`src/logic/mpc_cfg.svh`:
```
/*
 * Offsets, reset values and timing figures of the multipurpose pin configuration block.
 * Assumes inclusion by bare name from the design files; definitions only.
 */
`ifndef MPC_CFG_SVH
`define MPC_CFG_SVH

// register indices; byte address is four times the index
`define MPC_IDX_PIN3    10'h033
`define MPC_IDX_PIN4    10'h034
`define MPC_IDX_PIN5    10'h035
`define MPC_IDX_PIN6    10'h036
`define MPC_IDX_GP_OUT  10'h040
`define MPC_IDX_GP_IN   10'h041

// nominal per-pin configuration byte and selector field
`define MPC_CFG_RESET   8'h0A
`define MPC_SEL_MSB     7
`define MPC_SEL_LSB     5

// input deglitch time and clock period
`define MPC_DEGLITCH_NS 8000
`define MPC_CLK_PERIOD_NS 8

`endif

```
`src/logic/mpc_pkg.sv`:
```
/*
 * Types of the multipurpose pin configuration block: function codes and state records.
 * Assumes nothing beyond a SystemVerilog compiler.
 */
package mpc_pkg;

    // pin function selector codes 0..7 in order
    typedef enum logic [2:0] {
        MPC_FN_GP, MPC_FN_ALT1, MPC_FN_ALT2, MPC_FN_ALT3,
        MPC_FN_SLEEP1, MPC_FN_SLEEP2, MPC_FN_WAKE1, MPC_FN_WAKE2
    } mpc_func_t;

    // state of one deglitch filter
    typedef struct packed {
        logic       sync1;
        logic       sync2;
        logic       level;
        logic [9:0] cnt;
    } mpc_dg_state_t;

    // state of the configuration block
    typedef struct packed {
        logic            loaded;
        logic [3:0][7:0] cfg;
        logic [3:0]      gp_out;
        logic            pready;
        logic [31:0]     prdata;
        logic            pslverr;
        logic [3:0]      pin_out;
        logic [3:0]      pin_oe;
        logic [3:0]      pull_en;
        logic [3:0]      pull_up;
        logic            i2c_in;
        logic            en_in;
        logic            wdog;
        logic            vmon_sel;
        logic            sync_in;
        logic            err_n;
        logic            slp1;
        logic            slp2;
        logic            wk1;
        logic            wk2;
    } mpc_state_t;

endpackage : mpc_pkg

```
`src/logic/mpc_deglitch.sv`:
```
/*
 * Two-flop synchroniser with an optional stability filter for one pin input.
 * Assumes pin_async is asynchronous to pclk and filter_on comes from pclk logic.
 */
`timescale 1ns/1ns
module mpc_deglitch #(
    parameter int CNT_W = 10,
    parameter int COUNT = 1000
) (
    input  wire logic pclk,      // block clock
    input  wire logic presetn,   // async reset, active low
    input  wire logic pin_async, // raw pin level
    input  wire logic filter_on, // apply the stability filter
    output logic      level      // clean level
);
    mpc_pkg::mpc_dg_state_t st_reg;
    mpc_pkg::mpc_dg_state_t st_next;

    // sync1 feeds only sync2; the filter sees the second stage alone
    always_comb begin
        st_next       = st_reg;
        st_next.sync1 = pin_async;
        st_next.sync2 = st_reg.sync1;
        if (!filter_on) begin
            st_next.level = st_reg.sync2;
            st_next.cnt   = '0;
        end else if (st_reg.sync2 == st_reg.level) begin
            st_next.cnt = '0;  // any bounce restarts the wait
        end else if (st_reg.cnt == CNT_W'(COUNT - 1)) begin
            st_next.level = st_reg.sync2;
            st_next.cnt   = '0;
        end else begin
            st_next.cnt = st_reg.cnt + 1'b1;
        end
    end

    // state register
    always_ff @(posedge pclk or negedge presetn) begin
        if (!presetn) begin
            st_reg <= '0;
        end else begin
            st_reg <= st_next;
        end
    end

    assign level = st_reg.level;
endmodule : mpc_deglitch

```
`src/logic/mpc_pin_config.sv`:
```
/*
 * Configuration and multiplexing of four multipurpose pins (pins 3 to 6) behind an APB slave.
 * Assumes one 125 MHz clock, pin pads resolved outside, and core signals on the same clock.
 */
// Decided for this implementation: the APB register port.
// Notes on behaviour
// - pin3 selector: 0 general purpose, 1 second i2c data, 2 and 3 spi data out.
// - pin4 selector: 0 general purpose, 1 enable, 2 watchdog trigger, 3 monitor input.
// - pin4 code 3 makes the first regulator monitor sample pin4, not its feedback pin.
// - pin5 selector: 0 general purpose, 1 sync clock in, 2 sync out, 3 reset out.
// - pin6 selector: 0 general purpose, 1 error input, 2 sync clock out, 3 power good.
// - codes 4 to 7 on any pin give sleep 1, sleep 2, wake 1, wake 2.
// - bit 4 adds an 8 us deglitch to the synchronised input, only while input.
// - bit 3 enables the pull resistor.
// - bit 2 picks pull-up when set, pull-down when clear; needs bit 3.
// - bit 1 selects open-drain when set, push-pull when clear, for outputs.
// - bit 0 selects output when set, input when clear.
// - reset values come from non-volatile defaults; every field reads and writes.
// - nominal default byte is 0x0A for every pin register.
`timescale 1ns/1ns
`include "mpc_cfg.svh"
module mpc_pin_config #(
    parameter int DG_COUNT = (`MPC_DEGLITCH_NS + `MPC_CLK_PERIOD_NS - 1) / `MPC_CLK_PERIOD_NS
) (
    input  wire logic        pclk,                          // block clock
    input  wire logic        presetn,                       // async reset, active low
    input  wire logic [11:0] paddr,                         // apb byte address
    input  wire logic        psel,                          // apb select
    input  wire logic        penable,                       // apb access phase
    input  wire logic        pwrite,                        // apb direction
    input  wire logic [31:0] pwdata,                        // apb write data
    output logic      [31:0] prdata,                        // apb read data
    output logic             pready,                        // apb ready
    output logic             pslverr,                       // apb error, unmapped address
    input  wire logic [31:0] nvm_defaults,                  // default bytes, pin6..pin3 high to low
    input  wire logic [3:0]  pin_in,                        // pad input levels, pin6..pin3
    output logic      [3:0]  pin_out,                       // pad output levels
    output logic      [3:0]  pin_oe,                        // pad output enables, high drives
    output logic      [3:0]  pin_pull_en,                   // pull resistor enables
    output logic      [3:0]  pin_pull_up,                   // pull-up when set, else pull-down
    input  wire logic        second_i2c_data_line_out,      // core i2c data drive level
    input  wire logic        spi_serial_data_output,        // core spi data out
    input  wire logic        sync_clock_output,             // core sync clock out
    input  wire logic        system_reset_output_low,       // core reset out, active low
    input  wire logic        power_good_output,             // core power good
    output logic             second_i2c_data_line_in,       // i2c data seen on pin3
    output logic             enable_input,                  // device enable from pin4
    output logic             watchdog_trigger_input,        // watchdog trigger from pin4
    output logic             first_regulator_monitor_on_pin4, // monitor samples pin4
    output logic             sync_clock_input,              // sync clock from pin5
    output logic             controller_error_input_low,    // error input from pin6, active low
    output logic             sleep_request_1,               // sleep request 1
    output logic             sleep_request_2,               // sleep request 2
    output logic             wake_request_1,                // wake request 1
    output logic             wake_request_2                 // wake request 2
);
    localparam logic [2:0] SLOT_NONE = 3'h7;
    // pulls stay enabled as pull-down through reset, matching the nominal byte
    localparam mpc_pkg::mpc_state_t RST = '{cfg: {4{`MPC_CFG_RESET}}, i2c_in: 1'b1, pull_en: 4'hF,
                                           err_n: 1'b1, default: '0};

    mpc_pkg::mpc_state_t st_reg;
    mpc_pkg::mpc_state_t st_next;
    logic [3:0]          level;
    logic [3:0]          filt_on;

    // map a byte address to a register slot; misaligned or unknown gives none
    function automatic logic [2:0] slot_of(input logic [11:0] a);
        logic [2:0] s;
        s = SLOT_NONE;
        if (a[1:0] == 2'h0) begin
            case (a[11:2])
                `MPC_IDX_PIN3:   s = 3'h0;
                `MPC_IDX_PIN4:   s = 3'h1;
                `MPC_IDX_PIN5:   s = 3'h2;
                `MPC_IDX_PIN6:   s = 3'h3;
                `MPC_IDX_GP_OUT: s = 3'h4;
                `MPC_IDX_GP_IN:  s = 3'h5;
                default:         s = SLOT_NONE;
            endcase
        end
        return s;
    endfunction : slot_of

    // output level a pin carries for its function code
    function automatic logic out_of(input logic [1:0] pin, input logic [2:0] fn, input logic gp);
        logic v;
        v = 1'b0;
        if (fn == 3'h0) begin
            v = gp;
        end else begin
            unique case (pin)
                2'h0: v = (fn == 3'h1) ? second_i2c_data_line_out
                        : ((fn == 3'h2) || (fn == 3'h3)) ? spi_serial_data_output : 1'b0;
                2'h1: v = 1'b0;  // all pin4 functions are inputs
                2'h2: v = (fn == 3'h2) ? sync_clock_output
                        : (fn == 3'h3) ? system_reset_output_low : 1'b0;
                2'h3: v = (fn == 3'h2) ? sync_clock_output
                        : (fn == 3'h3) ? power_good_output : 1'b0;
            endcase
        end
        return v;
    endfunction : out_of

    // one synchroniser and filter per pin; filtering only while the pin is an input
    for (genvar g = 0; g < 4; g++) begin : g_pin
        assign filt_on[g] = st_reg.cfg[g][4] & ~st_reg.cfg[g][0];
        mpc_deglitch #(
            .CNT_W (10),
            .COUNT (DG_COUNT)
        ) u_dg (
            .pclk      (pclk),
            .presetn   (presetn),
            .pin_async (pin_in[g]),
            .filter_on (filt_on[g]),
            .level     (level[g])
        );
    end

    // next state: defaults load, apb access, pin drive and core input routing
    always_comb begin
        logic [2:0] slot;
        logic [2:0] fn;
        logic       v;
        st_next = st_reg;
        slot    = slot_of(paddr);
        fn      = 3'h0;
        v       = 1'b0;
        // non-volatile defaults land on the first edge after reset release
        if (!st_reg.loaded) begin
            st_next.loaded = 1'b1;
            st_next.cfg    = nvm_defaults;
        end
        // one wait state: ready rises one cycle into the access phase
        if (psel && penable && st_reg.loaded) begin
            if (!st_reg.pready) begin
                st_next.pready  = 1'b1;
                st_next.pslverr = (slot == SLOT_NONE);
                unique case (slot)
                    3'h0, 3'h1, 3'h2, 3'h3: st_next.prdata = {24'h0, st_reg.cfg[slot[1:0]]};
                    3'h4:    st_next.prdata = {28'h0, st_reg.gp_out};
                    3'h5:    st_next.prdata = {28'h0, level};
                    default: st_next.prdata = 32'h0;
                endcase
            end else begin
                st_next.pready  = 1'b0;
                st_next.pslverr = 1'b0;
                if (pwrite) begin
                    unique case (slot)
                        3'h0, 3'h1, 3'h2, 3'h3: st_next.cfg[slot[1:0]] = pwdata[7:0];
                        3'h4:    st_next.gp_out = pwdata[3:0];
                        default: st_next.gp_out = st_reg.gp_out;  // read-only or unmapped
                    endcase
                end
            end
        end else begin
            st_next.pready  = 1'b0;
            st_next.pslverr = 1'b0;
        end
        // pad controls are registered together so a write never glitches the pin
        for (int i = 0; i < 4; i++) begin
            fn = st_reg.cfg[i][`MPC_SEL_MSB:`MPC_SEL_LSB];
            v  = out_of(2'(i), fn, st_reg.gp_out[i]);
            st_next.pull_en[i] = st_reg.cfg[i][3];
            st_next.pull_up[i] = st_reg.cfg[i][3] & st_reg.cfg[i][2];
            if (st_reg.cfg[i][0]) begin
                st_next.pin_oe[i]  = st_reg.cfg[i][1] ? ~v : 1'b1;
                st_next.pin_out[i] = st_reg.cfg[i][1] ? 1'b0 : v;
            end else begin
                st_next.pin_oe[i]  = 1'b0;
                st_next.pin_out[i] = 1'b0;
            end
        end
        // core inputs; idle values are the inactive level of each signal
        st_next.i2c_in   = (st_reg.cfg[0][7:5] == 3'h1) ? level[0] : 1'b1;
        st_next.en_in    = (st_reg.cfg[1][7:5] == 3'h1) & level[1];
        st_next.wdog     = (st_reg.cfg[1][7:5] == 3'h2) & level[1];
        st_next.vmon_sel = (st_reg.cfg[1][7:5] == 3'h3);
        st_next.sync_in  = (st_reg.cfg[2][7:5] == 3'h1) & level[2];
        st_next.err_n    = (st_reg.cfg[3][7:5] == 3'h1) ? level[3] : 1'b1;
        // several pins may share a request; any one asserts it
        st_next.slp1 = 1'b0;
        st_next.slp2 = 1'b0;
        st_next.wk1  = 1'b0;
        st_next.wk2  = 1'b0;
        for (int i = 0; i < 4; i++) begin
            st_next.slp1 = st_next.slp1 | ((st_reg.cfg[i][7:5] == 3'h4) & level[i]);
            st_next.slp2 = st_next.slp2 | ((st_reg.cfg[i][7:5] == 3'h5) & level[i]);
            st_next.wk1  = st_next.wk1 | ((st_reg.cfg[i][7:5] == 3'h6) & level[i]);
            st_next.wk2  = st_next.wk2 | ((st_reg.cfg[i][7:5] == 3'h7) & level[i]);
        end
    end

    // state register; reset shows the nominal byte until defaults load
    always_ff @(posedge pclk or negedge presetn) begin
        if (!presetn) begin
            st_reg <= RST;
        end else begin
            st_reg <= st_next;
        end
    end

    // every output is a flip-flop of the state record
    assign prdata                          = st_reg.prdata;
    assign pready                          = st_reg.pready;
    assign pslverr                         = st_reg.pslverr;
    assign pin_out                         = st_reg.pin_out;
    assign pin_oe                          = st_reg.pin_oe;
    assign pin_pull_en                     = st_reg.pull_en;
    assign pin_pull_up                     = st_reg.pull_up;
    assign second_i2c_data_line_in         = st_reg.i2c_in;
    assign enable_input                    = st_reg.en_in;
    assign watchdog_trigger_input          = st_reg.wdog;
    assign first_regulator_monitor_on_pin4 = st_reg.vmon_sel;
    assign sync_clock_input                = st_reg.sync_in;
    assign controller_error_input_low      = st_reg.err_n;
    assign sleep_request_1                 = st_reg.slp1;
    assign sleep_request_2                 = st_reg.slp2;
    assign wake_request_1                  = st_reg.wk1;
    assign wake_request_2                  = st_reg.wk2;
endmodule : mpc_pin_config

```
`config.mk`:
```
export PLATFORM = sky130hd
export DESIGN_NAME = mpc_pin_config
export DESIGN_NICKNAME = d
export VERILOG_FILES = /design/src/logic/mpc_pkg.sv /design/src/logic/mpc_deglitch.sv /design/src/logic/mpc_pin_config.sv
export VERILOG_INCLUDE_DIRS = /design/src /design/src/logic
export SDC_FILE = /design/constraint.sdc
export NUM_CORES = 1
export LEC_CHECK = 0
export ABC_AREA = 1
export BUFFER_PORTS_ARGS = -buffer_cell sky130_fd_sc_hd__buf_2
export CAP_MARGIN = 20
export CORE_MARGIN = 3
export CORE_UTILIZATION = 55
export CTS_BUF_LIST = sky130_fd_sc_hd__clkbuf_8
export CTS_CLUSTER_DIAMETER = 80
export CTS_CLUSTER_SIZE = 14
export DETAILED_ROUTE_END_ITERATION = 8
export GPL_ROUTABILITY_DRIVEN = 0
export PLACE_DENSITY_LB_ADDON = 0.25
export SYNTH_ARGS = -nofsm -noshare
export SYNTH_HDL_FRONTEND = slang
export SYNTH_SLANG_ARGS = --single-unit
```
`constraint.sdc`:
```
create_clock -name pclk -period 2.2 [get_ports pclk]
set_input_delay 0.22 -clock pclk [delete_from_list [all_inputs] [get_ports pclk]]
set_output_delay 0.22 -clock pclk [all_outputs]
set_load 0.01 [all_outputs]
```
== Word-level counts from Yosys, hierarchy flattened ==
Index checks and enable logic that the tools add are counted.

* Bitwise gates (word level): 48
* Equality and inequality tests: 56
* Order comparisons: 2
* Multiplexer cells: 66
* Add/subtract/negate cells: 4
* Reduce and logical (&&, ||, !) cells: 17

{| class="wikitable"
|+ Operators with widths
! kind !! number
|-
| $mux 36 || 3
|-
| $mux 10 || 8
|-
| $mux 32 || 2
|-
| $eq 3x3->1 const B || 19
|-
| $mux 11 || 4
|-
| $add 10x1->10 const B || 4
|-
| $eq 10x10->1 const B || 4
|-
| $eq 10x6->1 const B || 4
|-
| $mux 1 || 40
|-
| $bwmux 32 || 1
|-
| $eq 3x2->1 const B || 10
|-
| $and 1x1->1 || 27
|-
| $pmux 8 s3 || 1
|-
| $eq 10x7->1 const B || 2
|-
| $pmux 3 s6 || 1
|-
| $bmux 8 s2 || 1
|-
| $demux 8 s2 || 1
|-
| $mux 8 || 2
|-
| $ne 2x2->1 const B || 8
|-
| $eq 3x1->1 const B || 5
|-
| $logic_not 3->1 || 5
|-
| $or 1x1->1 || 12
|-
| $reduce_and 2->1 || 5
|-
| $not 1->1 || 9
|-
| other kinds (10) || 15
|}

* Bits in registers: 149
* Output and inout port bits: 60
* Bits of input ports: 90
* Logic and storage cells: 232

== Depth between registers and ports, before layout ==
Gate-level depths: netlist (run 1).

* Depth in word-level cells: 12
* Gate-level depth with buffers: 16

== By module ==
Synthesis (run 1) repeated with hierarchy kept, for this count alone.

* Cell total of the unflattened synthesis: 884
* Area total of the unflattened synthesis: 6,932.9 sq um

{| class="wikitable"
|+ Modules (own cells, without submodules)
! module !! seq. area each (sq um) !! area an instance (sq um) !! cells each !! times used
|-
| mpc_pin_config || 1,844.3 || 4,365.4 || 568 || 1
|-
| mpc_deglitch || 325.3 || 641.9 || 79 || 4
|}

== Worst setup path after synthesis (run 1) ==
Ideal clock, no wire load.

* Path type: input port to flip-flop
* From: input port paddr[4]
* To: register st_reg[70] (netlist name)
* Cell stages on the path: 11
* Arrival: 1.625 ns
* Setup slack: 0.453 ns
* Setup time: 0.122 ns
* Path buffers: 2
* Cell sequence: or2_1 > nor2_2 > nand2_1 > nand3_2 > buf_6 > nand3_4 > nor2_8 > nand2_4 > buf_6 > o211ai_2 > o21ai_2

{| class="wikitable"
|+ RTL lines
! what !! line !! source
|-
| start, declared || mpc_pin_config.sv:27 || <nowiki>input wire logic [11:0] paddr,</nowiki>
|-
| end signal, assigned || mpc_pin_config.sv:199 || <nowiki>st_reg <= st_next;</nowiki>
|-
| end, declared || mpc_pin_config.sv:62 || <nowiki>mpc_pkg::mpc_state_t st_reg;</nowiki>
|}

==> results.sh, run 1 <==
export IMPL_status="complete, no violations"
export IMPL_async_flop_share_pct=100
export IMPL_yosysSeqAreaShare_pct=48.7
export IMPL_critPathLaunchType="flop"
export IMPL_cpMostUsedCell="a21oi_1"
export IMPL_worstSetupEndpointType="flop"
export IMPL_fmax_mhz=555
export IMPL_worstReg2RegEnd="g_pin[1].u_dg.st_reg[8]$_DFF_PN0_"
export IMPL_clk_pin_slew_worst_paths_ps=70
export IMPL_power_switching_share_pct=26.1
export IMPL_pre_cts_slack_ps=89.8
export IMPL_track_usage_pct=24.0
export IMPL_clock_path_buffers=2
export IMPL_dpl_cell_area_sq_mm=0.00681
export IMPL_synth_seq_cells=125
export IMPL_crit_fanout=10
export IMPL_holdCritStartpoint="nvm_defaults[22]"
export IMPL_gr_total_overflow=0
export IMPL_period_needed_ps=1800
export IMPL_clock_latency_ps=430
export IMPL_cts_root_buffer="clkbuf_8"
export IMPL_finalNonFillerCells=1006
export IMPL_r2r_slack_ps=400
export IMPL_die_h_um=114
export IMPL_yosysTopAreaCell="dfrtp_1"
export IMPL_vias_per_cell=5.29
export IMPL_synth_commonest_cells="170 x nand2_1, 111 x dfrtp_1, 103 x inv_1"
export IMPL_crit_type="reg -> reg"
export IMPL_io_buffers=101
export IMPL_synth_fa_ha_area_share_pct=0.775
export IMPL_drtAntennaViolNets=0
export IMPL_synth_distinct_cells=43
export IMPL_diodes=0
export IMPL_finalHoldViolations=0
export IMPL_final_area_sq_mm=0.00728
export IMPL_vias=5320
export IMPL_rsz0062_at_grt="no"
export IMPL_grt_pass1_vias=5226
export IMPL_synth_area_leaders="dfrtp_1 43%, nand2_1 9.9%, inv_1 6.0%"
export IMPL_worst_slew_pin_transition_ps=659
export IMPL_cap_violations=0
export IMPL_synth_xor_area_share_pct=1.49
export IMPL_syn_inst=764
export IMPL_synth_edf_count=0
export IMPL_start_util_pct=57.8
export IMPL_synth_compound_area_share_pct=11.4
export IMPL_cts_sinks=125
export IMPL_syn_avg_cell_area_sq_um=8.45
export IMPL_fin_ws_ps=397
export IMPL_ctsHtreeMaxLevel=4
export IMPL_dp_hpwl_um=11100
export IMPL_min_path_cells=3
export IMPL_synthMuxAreaShare_pct=0
export IMPL_crit_chain="ha_1 -> nand2_1 -> nor4_1 -> a21oi_1 -> nand3_1 -> o21bai_1 -> a21oi_1"
export IMPL_dp_cells=969
export IMPL_yosysMostFrequentCell="nand2_1"
export IMPL_first_iter_violations=396
export IMPL_dieArea_sq_mm=0.0131
export IMPL_grt_max_degree=65
export IMPL_wirelength_um=14700
export IMPL_ys_warnings_count=0
export IMPL_critical_path_required_ps=2560
export IMPL_worstSetupPathDepth=7
export IMPL_worstHoldEndpoint="st_reg[86]$_DFF_PN0_"
export IMPL_slew_viol_final=0
export IMPL_p_comb_share_pct=11.0
export IMPL_p_clk_share_pct=40.3
export IMPL_leakagePower_uw=0.00380
export IMPL_tns_ps=0
export IMPL_synth_top_area_share_pct=43.0
export IMPL_r2r_start="g_pin[1].u_dg.st_reg[0]$_DFF_PN0_"
export IMPL_antenna_found_initial=0
export IMPL_post_route_drc_count=0
export IMPL_cts_setup_buffers=0
export IMPL_slew_limit_headroom_pct=56.1
export IMPL_core_sq_mm=0.0112
export IMPL_synthFlopType="dfrtp_1"
export IMPL_wl_per_cell_um=14.6
export IMPL_rr_worst_depth=7
export IMPL_critPathTopFamily="compound AO/OA/AOI/OAI gates"
export IMPL_rows=38
export IMPL_dieWidth_um=114
export IMPL_intPower_uw=3850
export IMPL_slowest_delay_ps=390
export IMPL_peakVddDrop_mv=0.440
export IMPL_seq_power_share_pct=48.7
export IMPL_fin_crit_sh_pct=81.9
export IMPL_post_synth_and_or_nand_nor_area_fraction_pct=24.2
export IMPL_largest_register_ffs=44
export IMPL_critical_path_buf_inv_count=0
export IMPL_cp_slowest_cell="dfrtp_1"
export IMPL_drive_gt1_share_pct=20.9
export IMPL_cp_data_arrival_time_ps=2160
export IMPL_cts_buffers=17
export IMPL_hold_path_class="in -> reg"
export IMPL_switchingPower_uw=1360
export IMPL_cts_tree="yes"
export IMPL_pin_count=150
export IMPL_finalSetupViolations=0
export IMPL_pwr_density_cell_mw_per_mm2=714
export IMPL_synth_top_family_by_area="simple AND/OR/NAND/NOR gates"
export IMPL_syn_to_final_growth_pct=12.8
export IMPL_grt_pass1_wl_um=24700
export IMPL_fin_worst_skew_ps=10.5
export IMPL_drt_pass1_iterations=5
export IMPL_nets=947
export IMPL_synth_area_sq_mm=0.00645
-- worst register-to-register path, cell delays in order (launching register included) --
cell      delay, ps
dfrtp_1         390
ha_1            210
nand2_1         120
nor4_1           60
a21oi_1         250
nand3_1         330
o21bai_1        270
a21oi_1         110
-- repair_timing --
item / in CTS / in global routing
hold buffers: 5 / 0
endpoints found under the hold margin: 28 / 0
resized for setup: 0 / 0
-- kinds of logic (layout without fill, tap and decap cells) --
family | Yosys count | count (layout)
adders and majority gates | 4 | 4
xor gates and xnor gates | 11 | 11
DFF | 125 | 125
AOI/OAI and AO/OA | 112 | 112
other | 2 | 25
buffers and inverters | 169 | 248
and+or+nand+nor | 341 | 341
-- cells in the final DEF, fill, tap and decap left out, types with 2 or more instances in the layout --
master / Yosys / final
dfrtp_1: 111 / 110
dlygate4sd3_1: 0 / 5
nand2_4: 3 / 3
o21ai_1: 22 / 22
nor2_8: 3 / 3
o21ai_2: 8 / 8
xnor2_1: 3 / 3
bufinv_16: 0 / 3
xor2_1: 8 / 8
conb_1: 2 / 25
buf_4: 49 / 5
nor4_1: 3 / 3
o2111ai_1: 2 / 2
buf_2: 2 / 100
nand3_1: 32 / 32
a21oi_1: 16 / 16
o211ai_1: 28 / 28
nand3_4: 3 / 3
clkinv_2: 0 / 3
nand3_2: 2 / 2
clkinvlp_4: 0 / 2
and3_1: 3 / 3
nor3b_1: 5 / 5
a31oi_1: 3 / 3
dfstp_2: 14 / 14
o211ai_2: 6 / 6
clkbuf_8: 0 / 20
nor2_1: 73 / 73
clkinv_4: 0 / 2
ha_1: 4 / 4
nand2_1: 170 / 170
inv_1: 103 / 105
a211oi_1: 2 / 2
nor3_1: 28 / 28
nand4_1: 11 / 11
o21a_1: 2 / 2
o21ai_0: 20 / 20
-- worst max-delay path by stage --
stage	startpoint	to	slack, ps
CTS	g_pin[1].u_dg.st_reg[0]$_DFF_PN0_	g_pin[1].u_dg.st_reg[8]$_DFF_PN0_	400
detailed placement	paddr[4]	st_reg[66]$_DFF_PN0_	90
global placement	paddr[4]	st_reg[68]$_DFF_PN0_	170
finish	g_pin[1].u_dg.st_reg[0]$_DFF_PN0_	g_pin[1].u_dg.st_reg[8]$_DFF_PN0_	400
floorplan	paddr[4]	st_reg[70]$_DFF_PN0_	450
global route	g_pin[1].u_dg.st_reg[0]$_DFF_PN0_	g_pin[1].u_dg.st_reg[8]$_DFF_PN0_	230
-- layout make-up --
class | count | area (sq um)
multi-input cells | 493 | 2540
well taps | 140 | 175
clock inverters | 12 | 145
flip-flops and latches | 125 | 3150
fillers | 922 | 3890
inverters | 105 | 394
clock buffers | 20 | 275
repair buffers | 111 | 608
-- metal layers --
metal	vias to the layer above	wire, um	part of all wire, %	track usage, %
met3	37	1040	7.0	5.55
met5	-	0	0	0
li1	2579	-	-	-
met2	210	7060	48	38.8
met1	2494	6170	42	31.3
met4	0	430	2.9	9.66
-- through the flow --
| step | hold slack [ps] | utilization [%] | power [uW] |
|---|---|---|---|
| after floorplan | -75.6 | - | 2940 |
| after global placement | 172 | 61.0 | 3120 |
| after detailed placement | 185 | 61.0 | 3140 |
| after CTS | 12.3 | 65.2 | 5230 |
| after global routing | 25.3 | 65.2 | 5450 |
| final | 29.8 | 65.2 | 5200 |
-- power by group through the flow --
stage                     sequential, uW  combinational [uW]  clock [uW]
after floorplan                     2550                 387           0
after global placement              2570                 548           0
after detailed placement            2570                 565           0
after CTS                           2530                 574        2120
after global routing                2550                 651        2250
final                               2530                 572        2100
(Power assumes the default switching activity.)
==> run 2: changes to the inputs <==
--- a/config.mk
+++ b/config.mk
@@ -10,7 +10,7 @@
 export BUFFER_PORTS_ARGS = -buffer_cell sky130_fd_sc_hd__buf_2
 export CAP_MARGIN = 20
 export CORE_MARGIN = 3
-export CORE_UTILIZATION = 55
+export CORE_UTILIZATION = 51
 export CTS_BUF_LIST = sky130_fd_sc_hd__clkbuf_8
 export CTS_CLUSTER_DIAMETER = 80
 export CTS_CLUSTER_SIZE = 14
==> constraint.sdc (replaced) <==
create_clock -name pclk -period 1.54 [get_ports pclk]
set_input_delay 0.154 -clock pclk [delete_from_list [all_inputs] [get_ports pclk]]
set_output_delay 0.154 -clock pclk [all_outputs]
set_load 0.01 [all_outputs]
==> run 2 against run 1 <==
  * Worst hold slack gained 26 ps
  * Routed wire length rose by 14%
  * Cell count up 11%
  * Power grew 41%
  * Clock power rose by 29%
==> results.sh, run 2 (synthesis results as in run 1) <==
export IMPL_status="complete, no violations"
export IMPL_worstReg2RegEnd="g_pin[2].u_dg.st_reg[9]$_DFF_PN0_"
export IMPL_pwr_density_cell_mw_per_mm2=896
export IMPL_crit_fanout=3
export IMPL_io_buffers=101
export IMPL_slowest_delay_ps=410
export IMPL_first_iter_violations=405
export IMPL_drt_pass1_iterations=5
export IMPL_critPathLaunchType="flop"
export IMPL_diodes=0
export IMPL_drive_gt1_share_pct=27.8
export IMPL_gr_total_overflow=0
export IMPL_grt_max_degree=65
export IMPL_hold_path_class="in -> reg"
export IMPL_cts_buffers=17
export IMPL_grt_pass1_wl_um=26700
export IMPL_min_path_cells=3
export IMPL_cap_violations=0
export IMPL_dpl_cell_area_sq_mm=0.00713
export IMPL_dp_hpwl_um=11800
export IMPL_clock_path_buffers=2
export IMPL_r2r_start="g_pin[2].u_dg.st_reg[0]$_DFF_PN0_"
export IMPL_track_usage_pct=24.0
export IMPL_cts_root_buffer="clkbuf_8"
export IMPL_mostFrequentLayoutCells="166 x nand2_1, 110 x dfrtp_1, 106 x inv_1"
export IMPL_multiInputGateArea_sq_mm=0.00274
export IMPL_finalSetupViolations=0
export IMPL_rr_worst_depth=8
export IMPL_cts_tree="yes"
export IMPL_crit_chain="nand3_1 -> nor2_2 -> inv_1 -> nor3_2 -> and3_4 -> nand2_1 -> a21oi_2 -> o21a_1"
export IMPL_slew_limit_headroom_pct=56.9
export IMPL_final_common_cell="nand2_1"
export IMPL_antenna_found_initial=0
export IMPL_start_util_pct=52.8
export IMPL_finalHoldViolations=0
export IMPL_wirelength_um=16800
export IMPL_rows=40
export IMPL_r2r_slack_ps=40
export IMPL_fillers=993
export IMPL_leakagePower_uw=0.00419
export IMPL_dieWidth_um=118
export IMPL_worstHoldEndpoint="st_reg[69]$_DFF_PN0_"
export IMPL_worst_slew_pin_transition_ps=646
export IMPL_regArea_sq_mm=0.00315
export IMPL_post_route_drc_count=0
export IMPL_dieArea_sq_mm=0.0140
export IMPL_critical_path_required_ps=1920
export IMPL_final_area_sq_mm=0.00817
export IMPL_largest_register_ffs=44
export IMPL_vias_per_cell=5.08
export IMPL_nets=1025
export IMPL_clk_pin_slew_worst_paths_ps=70
export IMPL_vias=5645
export IMPL_syn_to_final_growth_pct=26.7
export IMPL_holdCritStartpoint="pwdata[5]"
export IMPL_die_h_um=118
export IMPL_worstSetupEndpointType="flop"
export IMPL_clock_latency_ps=440
export IMPL_rsz0062_at_grt="yes"
export IMPL_cp_slowest_cell="dfrtp_1"
export IMPL_cp_data_arrival_time_ps=1880
export IMPL_crit_type="reg -> reg"
export IMPL_fmax_mhz=667
export IMPL_critPathTopFamily="simple AND/OR/NAND/NOR gates"
export IMPL_slew_viol_final=0
export IMPL_drtAntennaViolNets=0
export IMPL_p_total_uw=7320
export IMPL_fin_crit_sh_pct=97.4
export IMPL_core_sq_mm=0.0122
export IMPL_critical_path_buf_inv_count=1
export IMPL_cts_sinks=125
export IMPL_wl_per_cell_um=15.1
export IMPL_period_needed_ps=1500
export IMPL_pin_count=150
export IMPL_peakVddDrop_mv=0.734
export IMPL_ctsHtreeMaxLevel=4
export IMPL_fin_worst_skew_ps=9.46
export IMPL_grt_pass1_vias=5592
-- run 2: power by group --
group | internal, uW | switching [uW] | total [uW] | leakage (uW)
sequential | 3480 | 148 | 3630 | 0.00157
clock | 1480 | 1230 | 2710 | 0.000211
combinational | 407 | 574 | 981 | 0.00240
-- run 2: worst register-to-register path, stage by stage (launching register included) --
cell and delay, ps:
dfrtp_1 410, nand3_1 150, nor2_2 120, inv_1 70
nor3_2 140, and3_4 210, nand2_1 80, a21oi_2 140
o21a_1 130
-- run 2: stage by stage --
stage,hold WS (ps),TNS (ps),cells,util [%],setup slack (ps)
floorplan,-142,-1890,787,-,-137
finish,56.2,0,1112,66.9,40.2
global route,42.9,-572,1112,66.9,-131
detailed placement,98.4,-9640,1031,58.4,-287
CTS,25.8,-16.2,1101,64.7,-9.18
global placement,87.3,-7940,1031,58.4,-243
-- run 2: area by class of cell --
type / count / share of cell area [%]
timing repair buffer: 188 / 16.1
multi-input combinational: 494 / 33.5
tap: 168 / 2.57
sequential: 125 / 38.5
inverter: 105 / 4.82
clock buffer: 19 / 3.20
clock inverter: 13 / 1.36
-- run 2: worst max-delay path by stage --
stage | end | from | slack [ps] | cells after the start
finish | g_pin[2].u_dg.st_reg[9]$_DFF_PN0_ | g_pin[2].u_dg.st_reg[0]$_DFF_PN0_ | 40 | 8
global route | g_pin[2].u_dg.st_reg[9]$_DFF_PN0_ | g_pin[2].u_dg.st_reg[0]$_DFF_PN0_ | -130 | 8
CTS | g_pin[1].u_dg.st_reg[6]$_DFF_PN0_ | g_pin[1].u_dg.st_reg[0]$_DFF_PN0_ | -9 | 7
detailed placement | st_reg[68]$_DFF_PN0_ | paddr[4] | -290 | 10
floorplan | st_reg[70]$_DFF_PN0_ | paddr[4] | -140 | 11
global placement | prdata[6]$_DFFE_PN0P_ | paddr[4] | -240 | 12
-- run 2: repair_timing --
action | CTS | global route
pin swaps | 2 | 15
setup endpoints to repair | 38 | 58
buffers inserted | 1 | 10
resized for setup | 5 | 40
hold buffers | 37 | 0
cloned | 0 | 1
endpoints found under the hold margin | 135 | 0
-- run 2: layer usage --
metal / track usage, % / vias up / wire length, um
met4: 11.9 / 0 / 557
li1: - / 2732 / -
met2: 40.2 / 199 / 8470
met3: 6.22 / 52 / 1060
met1: 28.8 / 2662 / 6670
met5: 0 / - / 0
